<file path="src/logic/ddpa_cfg.svh">
`ifndef DDPA_CFG_SVH
`define DDPA_CFG_SVH

// Register indices; byte address is four times the index
`define DDPA_AUX_IDX 10'h0A2
`define DDPA_PTR_IDX 10'h0A4
`define DDPA_INC_IDX 10'h0A5
`define DDPA_DP0_IDX 10'h0A6
`define DDPA_DP1_IDX 10'h0A7

// Field positions in aux_control_one
`define DDPA_SEL_BIT 0
`define DDPA_ZERO_BIT 2
`define DDPA_FLAG_BIT 3
`define DDPA_BOOT_BIT 5

// Reset values
`define DDPA_SEL_RST 1'b0
`define DDPA_FLAG_RST 1'b0
`define DDPA_BOOT_RST 1'b0
`define DDPA_PTR_RST 16'h0000

// Boot memory window base
`define DDPA_BOOT_BASE 16'hF800

`endif

</file>
<file path="src/logic/ddpa_pkg.sv">
package ddpa_pkg;

    typedef enum logic [1:0]
    {
        INIT_SYNC1 = 2'b00,
        INIT_SYNC2 = 2'b01,
        INIT_LOAD = 2'b10,
        INIT_RUN = 2'b11
    } ddpa_init_type;

    typedef enum logic [2:0]
    {
        REG_NONE = 3'b000,
        REG_AUX = 3'b001,
        REG_PTR = 3'b010,
        REG_INC = 3'b011,
        REG_DP0 = 3'b100,
        REG_DP1 = 3'b101
    } ddpa_reg_type;

endpackage

</file>
<file path="src/logic/ddpa_ptr_if.sv">
interface ddpa_ptr_if;
    logic sel;
    logic load_en;
    logic inc_en;
    logic [15:0] load_val;
    logic [15:0] ptr [2];

    modport ctrl
    (
        output sel,
        output load_en,
        output inc_en,
        output load_val,
        input ptr
    );

    modport bank
    (
        input sel,
        input load_en,
        input inc_en,
        input load_val,
        output ptr
    );
endinterface

</file>
<file path="src/logic/ddpa_ptr_bank.sv">
`include "ddpa_cfg.svh"

module ddpa_ptr_bank
(
    input wire logic pclk,
    input wire logic presetn,
    ddpa_ptr_if.bank pif
);

    genvar i;
    generate
        for (i = 0; i < 2; i++)
        begin : g_ptr
            // Only the selected pointer moves; the other holds
            always_ff @(posedge pclk or negedge presetn)
            begin
                if (!presetn)
                begin
                    pif.ptr[i] <= `DDPA_PTR_RST;
                end
                else if (pif.sel == 1'(i))
                begin
                    if (pif.load_en)
                    begin
                        pif.ptr[i] <= pif.load_val;
                    end
                    else if (pif.inc_en)
                    begin
                        pif.ptr[i] <= pif.ptr[i] + 16'h0001;
                    end
                end
            end
        end
    endgenerate

endmodule

</file>
<file path="src/logic/ddpa_top.sv">
// Behaviour
// - Two independent 16-bit external data pointers
// - Select bit zero picks pointer zero, else one
// - Boot enable maps boot memory F800h to FFFFh
// - User flag readable, writable, drives nothing
// - Bit two reads zero, ignores writes
// - Reset: select zero, boot enable from fuse
`include "ddpa_cfg.svh"

module ddpa_top
(
    input wire logic pclk,
    input wire logic presetn,
    input wire logic psel,
    input wire logic penable,
    input wire logic pwrite,
    input wire logic [11:0] paddr,
    input wire logic [31:0] pwdata,
    output logic [31:0] prdata,
    output logic pready,
    output logic pslverr,
    input wire logic boot_jump_fuse,
    input wire logic [15:0] code_addr,
    output logic boot_map_enable,
    output logic boot_rom_hit,
    output logic pointer_select,
    output logic [15:0] xdata_addr
);

    ddpa_ptr_if pif ();

    ddpa_pkg::ddpa_init_type init_q;
    ddpa_pkg::ddpa_reg_type reg_sel;
    logic fuse_s1_q;
    logic fuse_s2_q;
    logic sel_q;
    logic flag_q;
    logic boot_q;
    logic pready_q;
    logic pslverr_q;
    logic [31:0] prdata_q;
    logic boot_hit_q;
    logic [15:0] xaddr_q;
    logic access;
    logic answer;
    logic done;
    logic [7:0] aux_rd;
    logic [31:0] rd_mux;

    // Fuse pin synchroniser
    always_ff @(posedge pclk or negedge presetn)
    begin
        if (!presetn)
        begin
            fuse_s1_q <= 1'b0;
            fuse_s2_q <= 1'b0;
        end
        else
        begin
            fuse_s1_q <= boot_jump_fuse;
            fuse_s2_q <= fuse_s1_q;
        end
    end

    // Start-up sequence: wait for synchroniser, then catch fuse
    always_ff @(posedge pclk or negedge presetn)
    begin
        if (!presetn)
        begin
            init_q <= ddpa_pkg::INIT_SYNC1;
        end
        else
        begin
            unique case (init_q)
                ddpa_pkg::INIT_SYNC1: init_q <= ddpa_pkg::INIT_SYNC2;
                ddpa_pkg::INIT_SYNC2: init_q <= ddpa_pkg::INIT_LOAD;
                ddpa_pkg::INIT_LOAD: init_q <= ddpa_pkg::INIT_RUN;
                ddpa_pkg::INIT_RUN: init_q <= ddpa_pkg::INIT_RUN;
            endcase
        end
    end

    always_comb
    begin
        reg_sel = ddpa_pkg::REG_NONE;
        if (paddr[1:0] == 2'b00)
        begin
            unique case (paddr[11:2])
                `DDPA_AUX_IDX: reg_sel = ddpa_pkg::REG_AUX;
                `DDPA_PTR_IDX: reg_sel = ddpa_pkg::REG_PTR;
                `DDPA_INC_IDX: reg_sel = ddpa_pkg::REG_INC;
                `DDPA_DP0_IDX: reg_sel = ddpa_pkg::REG_DP0;
                `DDPA_DP1_IDX: reg_sel = ddpa_pkg::REG_DP1;
                default: reg_sel = ddpa_pkg::REG_NONE;
            endcase
        end
    end

    assign access = psel && penable;
    assign answer = access && !pready_q && (init_q == ddpa_pkg::INIT_RUN);
    assign done = access && pready_q;

    // Reserved bits and the stuck bit read as zero
    always_comb
    begin
        aux_rd = 8'h00;
        aux_rd[`DDPA_SEL_BIT] = sel_q;
        aux_rd[`DDPA_FLAG_BIT] = flag_q;
        aux_rd[`DDPA_BOOT_BIT] = boot_q;
        aux_rd[`DDPA_ZERO_BIT] = 1'b0;
    end

    always_comb
    begin
        unique case (reg_sel)
            ddpa_pkg::REG_AUX: rd_mux = {24'h000000, aux_rd};
            ddpa_pkg::REG_PTR: rd_mux = {16'h0000, pif.ptr[sel_q]};
            ddpa_pkg::REG_DP0: rd_mux = {16'h0000, pif.ptr[0]};
            ddpa_pkg::REG_DP1: rd_mux = {16'h0000, pif.ptr[1]};
            default: rd_mux = 32'h00000000;
        endcase
    end

    // One wait state: ready rises in the second access cycle
    always_ff @(posedge pclk or negedge presetn)
    begin
        if (!presetn)
        begin
            pready_q <= 1'b0;
            pslverr_q <= 1'b0;
            prdata_q <= 32'h00000000;
        end
        else
        begin
            pready_q <= answer;
            pslverr_q <= answer && (reg_sel == ddpa_pkg::REG_NONE);
            if (answer)
            begin
                prdata_q <= pwrite ? 32'h00000000 : rd_mux;
            end
        end
    end

    // Control register; writes land at the completing edge
    always_ff @(posedge pclk or negedge presetn)
    begin
        if (!presetn)
        begin
            sel_q <= `DDPA_SEL_RST;
            flag_q <= `DDPA_FLAG_RST;
            boot_q <= `DDPA_BOOT_RST;
        end
        else if (init_q == ddpa_pkg::INIT_LOAD)
        begin
            boot_q <= fuse_s2_q;
        end
        else if (done && pwrite && reg_sel == ddpa_pkg::REG_AUX)
        begin
            sel_q <= pwdata[`DDPA_SEL_BIT];
            flag_q <= pwdata[`DDPA_FLAG_BIT];
            boot_q <= pwdata[`DDPA_BOOT_BIT];
        end
    end

    assign pif.sel = sel_q;
    assign pif.load_val = pwdata[15:0];
    assign pif.load_en = done && pwrite && (reg_sel == ddpa_pkg::REG_PTR);
    assign pif.inc_en = done && pwrite && (reg_sel == ddpa_pkg::REG_INC);

    ddpa_ptr_bank u_bank
    (
        .pclk(pclk),
        .presetn(presetn),
        .pif(pif)
    );

    // Registered outputs toward the memory interfaces
    always_ff @(posedge pclk or negedge presetn)
    begin
        if (!presetn)
        begin
            xaddr_q <= `DDPA_PTR_RST;
            boot_hit_q <= 1'b0;
        end
        else
        begin
            xaddr_q <= pif.ptr[sel_q];
            boot_hit_q <= boot_q && (code_addr >= `DDPA_BOOT_BASE);
        end
    end

    assign prdata = prdata_q;
    assign pready = pready_q;
    assign pslverr = pslverr_q;
    assign boot_map_enable = boot_q;
    assign boot_rom_hit = boot_hit_q;
    assign pointer_select = sel_q;
    assign xdata_addr = xaddr_q;
endmodule

</file>
<file path="config.mk">
export PLATFORM = sky130hd
export DESIGN_NAME = ddpa_top
export DESIGN_NICKNAME = d
export VERILOG_FILES = /design/src/logic/ddpa_pkg.sv /design/src/logic/ddpa_ptr_if.sv /design/src/logic/ddpa_ptr_bank.sv /design/src/logic/ddpa_top.sv
export VERILOG_INCLUDE_DIRS = /design/src /design/src/logic
export SDC_FILE = /design/constraint.sdc
export NUM_CORES = 1
export LEC_CHECK = 0
export BUFFER_PORTS_ARGS = -buffer_cell sky130_fd_sc_hd__buf_2
export CAP_MARGIN = 20
export CORE_AREA = 10 10 135 137
export DETAILED_ROUTE_END_ITERATION = 8
export DIE_AREA = 0 0 145 147
export HOLD_SLACK_MARGIN = 0.05
export PLACE_DENSITY = 0.56
export SLEW_MARGIN = 20
export SYNTH_ARGS = -nofsm -noshare
export SYNTH_HDL_FRONTEND = slang
export SYNTH_SLANG_ARGS = --single-unit
</file>
<file path="constraint.sdc">
create_clock -name pclk -period 3.75 [get_ports pclk]
set_input_delay 0.375 -clock pclk [delete_from_list [all_inputs] [get_ports pclk]]
set_output_delay 0.375 -clock pclk [all_outputs]
set_load 0.005 [all_outputs]
</file>
==> flow_metrics.tcl, run 1 <==
set metrics [dict create \
    status "complete, no violations" \
    end_kind "flop" \
    cts-resized-gates 0 \
    cp-startpoint "paddr[8]" \
    hold_path.class "in -> reg" \
    grt_antenna_before_repair 2 \
    yosys.area_share.adder_pct 0.612 \
    fin_crit_ps 2350 \
    avgRoutedWirePerCell_um 18.0 \
    final_max_slew_viol_count 0 \
    max_freq_mhz 426 \
    tns_ps 0 \
    syn_inst 448 \
    cp_cell_sequence "buf_2 -> or4b_1 -> nor4_4 -> and2_1 -> buf_4 -> a21oi_1 -> a21oi_1" \
    final_util_pct 31.5 \
    grt_setup_unrepaired "no" \
    ys_warn_count 0 \
    path_max_fanout 13 \
    start_util_pct 26.2 \
    design_area_um2 4910 \
    yosysSeqAreaShare_pct 45.3 \
    arrival_ps 2610 \
    skew_ps 10.4 \
    worst_path_most_repeated_cell "a21oi_1" \
    synth.area.mux_share_pct 8.66 \
    clock_path_buffers 2 \
    clock-root-buffer "clkbuf_16" \
    gp_congestion 0.878 \
    area_growth_pct 20.2 \
    drc 0 \
    io_pins 119 \
    tightest_slew_ps 1080 \
    drt_first_pass_iters 5 \
    dp_hpwl_mm 9.60 \
    die_x_um 145 \
    grt_max_degree 75 \
    fp.dieH_um 147 \
    async_reset_ff_share_pct 100 \
    critPathKind "in -> reg" \
    core_area_um2 15600 \
    synth_compound_area_share_pct 19.2 \
    hold_viol 0 \
    synth_xor_area_share_pct 0 \
    vias 3738 \
    vias_per_cell 5.07 \
    wirelength_mm 13.3 \
    rows 46 \
    peakVddDrop_uv 191 \
    synth-seq-cells 74 \
    grt_util_all_layers_pct 12.3 \
    holdPathStages 1 \
    clk_latency_ps 340 \
    grt_pass1_wl_mm 21.0 \
    syn_area_um2 4090 \
    die-area_um2 21300 \
    start_kind "primary input" \
    yosys.cell_types.count 55 \
    drt_iter0_drc 373 \
    p_total_mw 1.72 \
    grt_overflow 0 \
    post-route-period-util_pct 62.6 \
    cts_made_buffers 9 \
    slew_headroom_pct 27.6 \
    cellLeakagePower_nw 2.27 \
    setup_viol 0 \
    fin_cells 737 \
    clk_pin_slew_ps 60 \
    cts_hold_buf 0 \
    critPathMaxStageDelay_ps 700 \
    cts_tree "built" \
    drtAntennaViolNets 0 \
    dpl_cell_area_um2 4610 \
    cts.sinks 74 \
    synth_edf_count 0 \
    cp.required_ps 4020 \
    synth-main-ff-cell "dfrtp_1" \
    syn_avg_cell_area_um2 9.13 \
    power_density_nw_per_um2 350 \
    port_buffers 75 \
    max_cap_violations 0 \
    cts_setup_buffers 0 \
    yosys.area_share.simple_pct 20.2 \
    r2r_start "u_bank.pif.ptr[16]" \
    hp-start "boot_jump_fuse" \
    r2r_cells 5 \
    drive_gt1_share_pct 23.5 \
    synth_top_family_by_area "simple AND/OR/NAND/NOR gates" \
    placedCellCount 719 \
    grt_pass1_vias 3733 \
    nNetsFinal 583 \
    slowest_stage "or4b_1" \
    htreeDepth 3 \
]
==> flip-flops by register name, indices dropped and copies added (netlist names), 2 cells and up <==
register and flops:
u_bank.pif.ptr 32, prdata 16, init_q 2, xdata_addr 16
==> cell usage in the layout (no fill, tap or decap), types with 3 or more instances in the layout <==
master	instances
a22oi_1	15
nand2b_1	3
clkbuf_8	3
o21ai_0	44
mux2_2	19
o21a_1	3
clkbuf_16	9
conb_1	16
dfrtp_1	74
nand2_1	56
nor3b_1	3
nor2b_1	5
nand4_1	13
nor3_1	8
or3_1	3
nor4_1	4
or2_2	3
nor2_1	19
and3_1	4
clkbuf_1	3
a21oi_1	46
o31ai_1	3
buf_4	8
nand3_1	20
buf_2	74
a2bb2oi_1	5
a31oi_1	4
inv_1	5
mux2i_1	14
==> power by group <==
group / internal (mW) / switching, mW
Combinational: 0.0284 / 0.0618
Sequential: 0.802 / 0.00202
Clock: 0.503 / 0.322
==> routing by layer <==
| layer | wire length, µm | global-route usage [%] | vias to the layer above |
|---|---|---|---|
| met5 | 13 | 0 | - |
| met4 | 321 | 5.67 | 2 |
| li1 | - | - | 1745 |
| met3 | 822 | 3.16 | 23 |
| met2 | 6540 | 20.3 | 144 |
| met1 | 5590 | 14.8 | 1824 |
==> worst max-delay path: cells and delay by family <==
kind	cells	cell delay [ps]
compound gates	2	200
simple gates	3	1650
buf+inv	2	380
==> cells in the mapped netlist, drive strengths merged (2+ instances only) <==
cell / count / share of area (%)
a21oi: 46 / 5.6
a22o: 2 / 0.43
a22oi: 15 / 2.8
a2bb2oi: 5 / 1.1
a31oi: 4 / 0.61
and2: 3 / 0.46
and3: 4 / 0.61
and4: 2 / 0.43
buf: 21 / 3.7
clkbuf: 20 / 1.8
dfrtp: 74 / 45
ha: 2 / 0.61
inv: 5 / 0.46
mux2: 19 / 5.2
mux2i: 14 / 3.4
nand2: 57 / 5.3
nand2b: 3 / 0.46
nand3: 20 / 2.4
nand4: 13 / 2.0
nor2: 19 / 1.7
nor2b: 5 / 0.76
nor3: 8 / 0.98
nor3b: 3 / 0.55
nor4: 5 / 1.1
o21a: 3 / 0.55
o21ai: 44 / 5.4
o22ai: 2 / 0.31
o31ai: 3 / 0.55
or2: 3 / 0.46
or3: 3 / 0.46
or4: 2 / 0.37
or4b: 3 / 0.73
==> layout make-up <==
type | instances | area [µm²]
timing repair buffer | 82 | 430
multi-input combinational | 343 | 2060
inverter | 5 | 18.8
antenna | 1 | 2.50
clock inverter | 1 | 7.51
sequential | 74 | 1850
tap | 216 | 270
fill | 1660 | 10700
clock buffer | 15 | 278
==> metrics by stage <==
stage	hold slack [ps]	setup WS, ps
floorplan	79.4	1600
global placement	339	1110
detailed placement	337	1070
CTS	133	1370
global route	125	1290
finish	139	1400
==> logic make-up (layout without fill, tap and decap cells) <==
kind of cell             after synthesis  count (layout)
multiplexers                          33              33
flip-flops                            74              74
AO/OA/AOI/OAI                        133             133
AND/OR/NAND/NOR                      159             159
adder cells (fa/ha/maj)                2               2
other                                  1              17
buffers and inverters                 46             103
==> worst paths after layout <==
kind,to,slack (ps)
min reg2reg,fuse_s2_q,350
max reg2reg,u_bank.pif.ptr[29],1480
max in group asynchronous,prdata[5],2930
min in group asynchronous,xdata_addr[3],170
max,u_bank.pif.ptr[6],1400
min,fuse_s1_q,140
Note: power is estimated with default switching activity, not from simulation.
==> run 2, diff against run 1 <==
--- a/config.mk
+++ b/config.mk
@@ -12,7 +12,7 @@
 export DETAILED_ROUTE_END_ITERATION = 8
 export DIE_AREA = 0 0 145 147
 export HOLD_SLACK_MARGIN = 0.05
-export PLACE_DENSITY = 0.56
+export PLACE_DENSITY = 0.58
 export SLEW_MARGIN = 20
 export SYNTH_ARGS = -nofsm -noshare
 export SYNTH_HDL_FRONTEND = slang
==> constraint.sdc (replaced) <==
create_clock -name pclk -period 2 [get_ports pclk]
set_input_delay 0.2 -clock pclk [delete_from_list [all_inputs] [get_ports pclk]]
set_output_delay 0.2 -clock pclk [all_outputs]
set_load 0.005 [all_outputs]
==> run 2 against run 1 <==
Core utilization increased by 2.5 points. Global-route usage increased by 0.34 points. Combinational power increased by 110%. Final cell count increased by 5.2%. Clock power increased by 110%. Wire length increased by 2.7%. Register-to-register slack got worse by 1300 ps. Via count increased by 3.6%. Critical path type unchanged. Critical endpoint is now u_bank.pif.ptr[12]. Largest cell class unchanged. Largest power group unchanged.
==> flow_metrics.tcl, run 2 (same netlist as run 1, synthesis figures left out) <==
set metrics [dict create \
    antennaDiodeCount 0 \
    start_util_pct 26.2 \
    max_cap_violations 0 \
    core_area_um2 15600 \
    end_kind "flop" \
    port_buffers 75 \
    post-route-period-util_pct 90.7 \
    arrival_ps 2090 \
    clock_path_buffers 2 \
    area_growth_pct 29.8 \
    tns_ps 0 \
    power_density_nw_per_um2 651 \
    avgRoutedWirePerCell_um 17.6 \
    drt_iter0_drc 349 \
    vias_per_cell 4.99 \
    design_area_um2 5310 \
    clk_latency_ps 340 \
    cp.required_ps 2280 \
    dp_slack_ps -167 \
    final_max_slew_viol_count 0 \
    gp_congestion 0.872 \
    nNetsFinal 622 \
    drive_gt1_share_pct 28.8 \
    hold_viol 0 \
    grt_setup_unrepaired "no" \
    start_kind "primary input" \
    r2r_end "u_bank.pif.ptr[12]" \
    cts.sinks 74 \
    cts_made_buffers 9 \
    cts_tree "built" \
    final_util_pct 34.0 \
    r2r_slack_ps 200 \
    mostFrequentLayoutCells "dfrtp_1 (74), buf_2 (74), nand2_1 (56)" \
    regMostFlops "u_bank.pif.ptr" \
    max_freq_mhz 552 \
    cp-startpoint "paddr[8]" \
    r2r_start "u_bank.pif.ptr[4]" \
    drc 0 \
    status "complete, no violations" \
    placedCellCount 757 \
    skew_ps 4.84 \
    wirelength_mm 13.6 \
    grt_pass1_vias 3831 \
    fin_crit_ps 1810 \
    fp.dieH_um 147 \
    htreeDepth 3 \
    cts_hold_buf 2 \
    drtAntennaViolNets 0 \
    dpl_cell_area_um2 4960 \
    cellLeakagePower_nw 2.50 \
    largest_reg_flops 32 \
    die_x_um 145 \
    cts_setup_buffers 0 \
    rows 46 \
    io_pins 119 \
    grt_pass1_wl_mm 21.6 \
    grt_overflow 0 \
    peakVddDrop_uv 404 \
    fin_cells 775 \
    grt_antenna_before_repair 1 \
    path_max_fanout 4 \
    drt_first_pass_iters 5 \
    dp_hpwl_mm 10.2 \
    clock-root-buffer "clkbuf_16" \
    grt_max_degree 41 \
    endpoint "u_bank.pif.ptr[12]" \
    hold_path.class "in -> reg" \
    r2r_cells 5 \
    fin_ws_ps 187 \
    grt_util_all_layers_pct 12.7 \
    cts-resized-gates 0 \
    clk_pin_slew_ps 60 \
    vias 3871 \
    setup_viol 0 \
    critPathKind "in -> reg" \
    die-area_um2 21300 \
]
[run 2: worst min path at each step]
stage	start	endpoint	slack, ps	cells after the start
after floorplan	presetn	boot_map_enable	-100	0
after global placement	presetn	xdata_addr[0]	190	1
after detailed placement	presetn	xdata_addr[0]	200	1
after CTS	code_addr[14]	boot_rom_hit	70	3
after global routing	code_addr[14]	boot_rom_hit	80	3
final	code_addr[14]	boot_rom_hit	80	3
[run 2: metal layers]
layer	share of wire [%]	wire length [µm]	up-vias	track usage [%]
li1	-	-	1829	-
met1	43	5810	1877	15.6
met2	49	6720	142	20.9
met3	6.6	896	23	3.07
met4	1.6	221	0	5.11
met5	0	0	-	0
[run 2: final cells by class]
type / count / area (µm²)
clock inverter: 3 / 45.0
sequential: 74 / 1850
timing repair buffer: 121 / 791
tap: 216 / 270
multi-input combinational: 343 / 2050
inverter: 5 / 18.8
fill: 1614 / 10300
clock buffer: 13 / 280
[run 2: stage by stage]
stage | total power, mW | hold slack (ps)
3_3_place_gp | 1.72 | 192
3_5_place_dp | 1.72 | 196
6_report | 3.46 | 76.1
2_1_floorplan | 1.62 | -95.6
5_1_grt | 3.59 | 84.3
4_1_cts | 3.48 | 68.7
[run 2: power breakdown]
part           internal, mW  switching, mW  total (mW)  leakage [nW]
clock                  1.10          0.654        1.76         0.154
combinational        0.0721          0.120       0.192          1.33
sequential             1.50        0.00375        1.51          1.02
[run 2: worst max-delay path: stages]
cell	delay [ps]
buf_2	100
or4b_1	620
nor4_4	440
nand2_2	100
or4_1	510
nand3_1	100
==> run 3, diff against run 2 <==
--- a/config.mk
+++ b/config.mk
@@ -8,11 +8,15 @@
 export LEC_CHECK = 0
 export BUFFER_PORTS_ARGS = -buffer_cell sky130_fd_sc_hd__buf_2
 export CAP_MARGIN = 20
+export CELL_PAD_IN_SITES_DETAIL_PLACEMENT = 0
+export CELL_PAD_IN_SITES_GLOBAL_PLACEMENT = 2
 export CORE_AREA = 10 10 135 137
 export DETAILED_ROUTE_END_ITERATION = 8
 export DIE_AREA = 0 0 145 147
+export GPL_TIMING_DRIVEN = 0
 export HOLD_SLACK_MARGIN = 0.05
-export PLACE_DENSITY = 0.58
+export PLACE_DENSITY = 0.83
+export SETUP_SLACK_MARGIN = 0.5
 export SLEW_MARGIN = 20
 export SYNTH_ARGS = -nofsm -noshare
 export SYNTH_HDL_FRONTEND = slang
==> run 3 against run 2 <==
Critical path depth grew 1. Worst setup slack better by 20 ps. Clock skew up 1.8 ps. Maximum frequency is 1.1% higher. Final cell count grew 8.8%. Wire length up 22%. Core utilization is 8.7 points higher. Register-to-register slack hardly changed. Sequential power hardly changed. Via count grew 11%. Clock-buffer cell count is 2 lower. Combinational power increased by 42%. Critical endpoint is now u_bank.pif.ptr[13]. Largest cell class unchanged. Largest power group unchanged. Highest routed layer is now met5.
==> flow_metrics.tcl, run 3 (same netlist as run 1, synthesis figures left out) <==
set metrics [dict create \
    mostFrequentLayoutCells "buf_2 (74), buf_4 (68), dfrtp_1 (63)" \
    grt_antenna_before_repair 2 \
    final_util_pct 42.7 \
    largest_reg_flops 32 \
    fin_crit_ps 1790 \
    critPathBufInv 2 \
    num-fill-cells 1493 \
    clk_latency_ps 350 \
    tns_ps 0 \
    antennaDiodeCount 0 \
    port_buffers 74 \
    power_density_nw_per_um2 545 \
    fin_cells 843 \
    grt_max_degree 46 \
    worst_path_most_repeated_cell "a21oi_1" \
    max_freq_mhz 558 \
    path_max_fanout 8 \
    start_kind "flop" \
    dp_hpwl_mm 10.8 \
    drc 0 \
    wirelength_mm 16.6 \
    clock_path_buffers 2 \
    final_common_cell "buf_2" \
    status "complete, no violations" \
    hold_viol 0 \
    skew_ps 6.64 \
    grt_overflow 0 \
    r2r_start "pready" \
    end_kind "flop" \
    htreeDepth 3 \
    critPathKind "reg -> reg" \
    clock-root-buffer "clkbuf_16" \
    dp_slack_ps -302 \
    hp-start "code_addr[14]" \
    cts_tree "built" \
    cellLeakagePower_nw 3.06 \
    io_pins 119 \
    drtAntennaViolNets 0 \
    grt_util_all_layers_pct 15.0 \
    die_x_um 145 \
    fp.dieH_um 147 \
    drive_gt1_share_pct 53.0 \
    vias 4301 \
    cp_top_family "simple AND/OR/NAND/NOR gates" \
    area_growth_pct 63.1 \
    max_cap_violations 0 \
    grt_setup_unrepaired "yes" \
    slowest_stage "or4_4" \
    peakVddDrop_uv 412 \
    cts_made_buffers 9 \
    post-route-period-util_pct 89.6 \
    clk_pin_slew_ps 60 \
    drt_first_pass_iters 5 \
    drt_iter0_drc 363 \
    rows 46 \
    nNetsFinal 690 \
    setup_viol 0 \
    grt_pass1_vias 4345 \
    critPathMaxStageDelay_ps 480 \
    hold_end "boot_rom_hit" \
    holdPathStages 3 \
    fin_ws_ps 207 \
    regMostFlops "u_bank.pif.ptr" \
    final_max_slew_viol_count 0 \
    die-area_um2 21300 \
    gp_congestion 0.871 \
    grt_pass1_wl_mm 25.3 \
    r2r_slack_ps 210 \
    r2r_cells 7 \
    cp-startpoint "pready" \
    arrival_ps 2060 \
    placedCellCount 754 \
    cp.required_ps 2270 \
    hold_path.class "in -> reg" \
    cp_cell_sequence "nand4_1 -> buf_4 -> or4_4 -> clkbuf_16 -> o31ai_2 -> a21oi_1 -> a21oi_1" \
    avgRoutedWirePerCell_um 19.7 \
    start_util_pct 26.2 \
    vias_per_cell 5.10 \
    core_area_um2 15600 \
    cts.sinks 74 \
    r2r_end "u_bank.pif.ptr[13]" \
]
[run 3: worst max-delay path by stage]
stage	to	cells after the start
global placement	u_bank.pif.ptr[14]	8
CTS	u_bank.pif.ptr[13]	7
finish	u_bank.pif.ptr[13]	7
global route	u_bank.pif.ptr[25]	7
detailed placement	u_bank.pif.ptr[12]	6
floorplan	u_bank.pif.ptr[13]	7
[run 3: cell type report]
class                      count  area [µm²]  area share (%)
inverter                       5        21.3           0.319
clock inverter                 5        85.1            1.28
buffer                        41         412            6.17
timing repair buffer         148        1100            16.6
clock buffer                  11         253            3.79
sequential                    74        1870            28.0
multi-input combinational    343        2660            39.8
tap                          216         270            4.05
[run 3: worst min-delay path, cell delays in order]
cell and delay, ps:
buf_2 100, nand2_1 50, nor2_1 40
[run 3: per-layer routing]
metal	global-route usage (%)	part of all wire, %
met1	18.4	41
met2	24.2	49
met3	3.84	6.8
met4	7.46	3.1
met5	0	0.084
[run 3: metrics by stage]
stage	total power, mW	hold slack [ps]	cell area, µm²
CTS	3.64	74.4	6240
floorplan	1.63	-95.6	4260
global route	3.75	102	6670
detailed placement	1.75	163	4930
finish	3.63	80.9	6670
global placement	1.74	310	4900
[run 3: power by group]
group / switching (mW) / leakage, nW / internal [mW] / total (mW)
sequential: 0.00388 / 0.997 / 1.50 / 1.51
combinational: 0.157 / 1.90 / 0.116 / 0.273
clock: 0.685 / 0.162 / 1.17 / 1.85
total: 0.846 / 3.06 / 2.79 / 3.63
[run 3: repair_timing]
item,4_1_cts,5_1_grt
cloned,6,0
buffers inserted,45,20
hold buffers,2,0
resized for setup,136,74
hold endpoints to repair,30,0
endpoints found under the setup margin,67,52
pin swaps,33,25
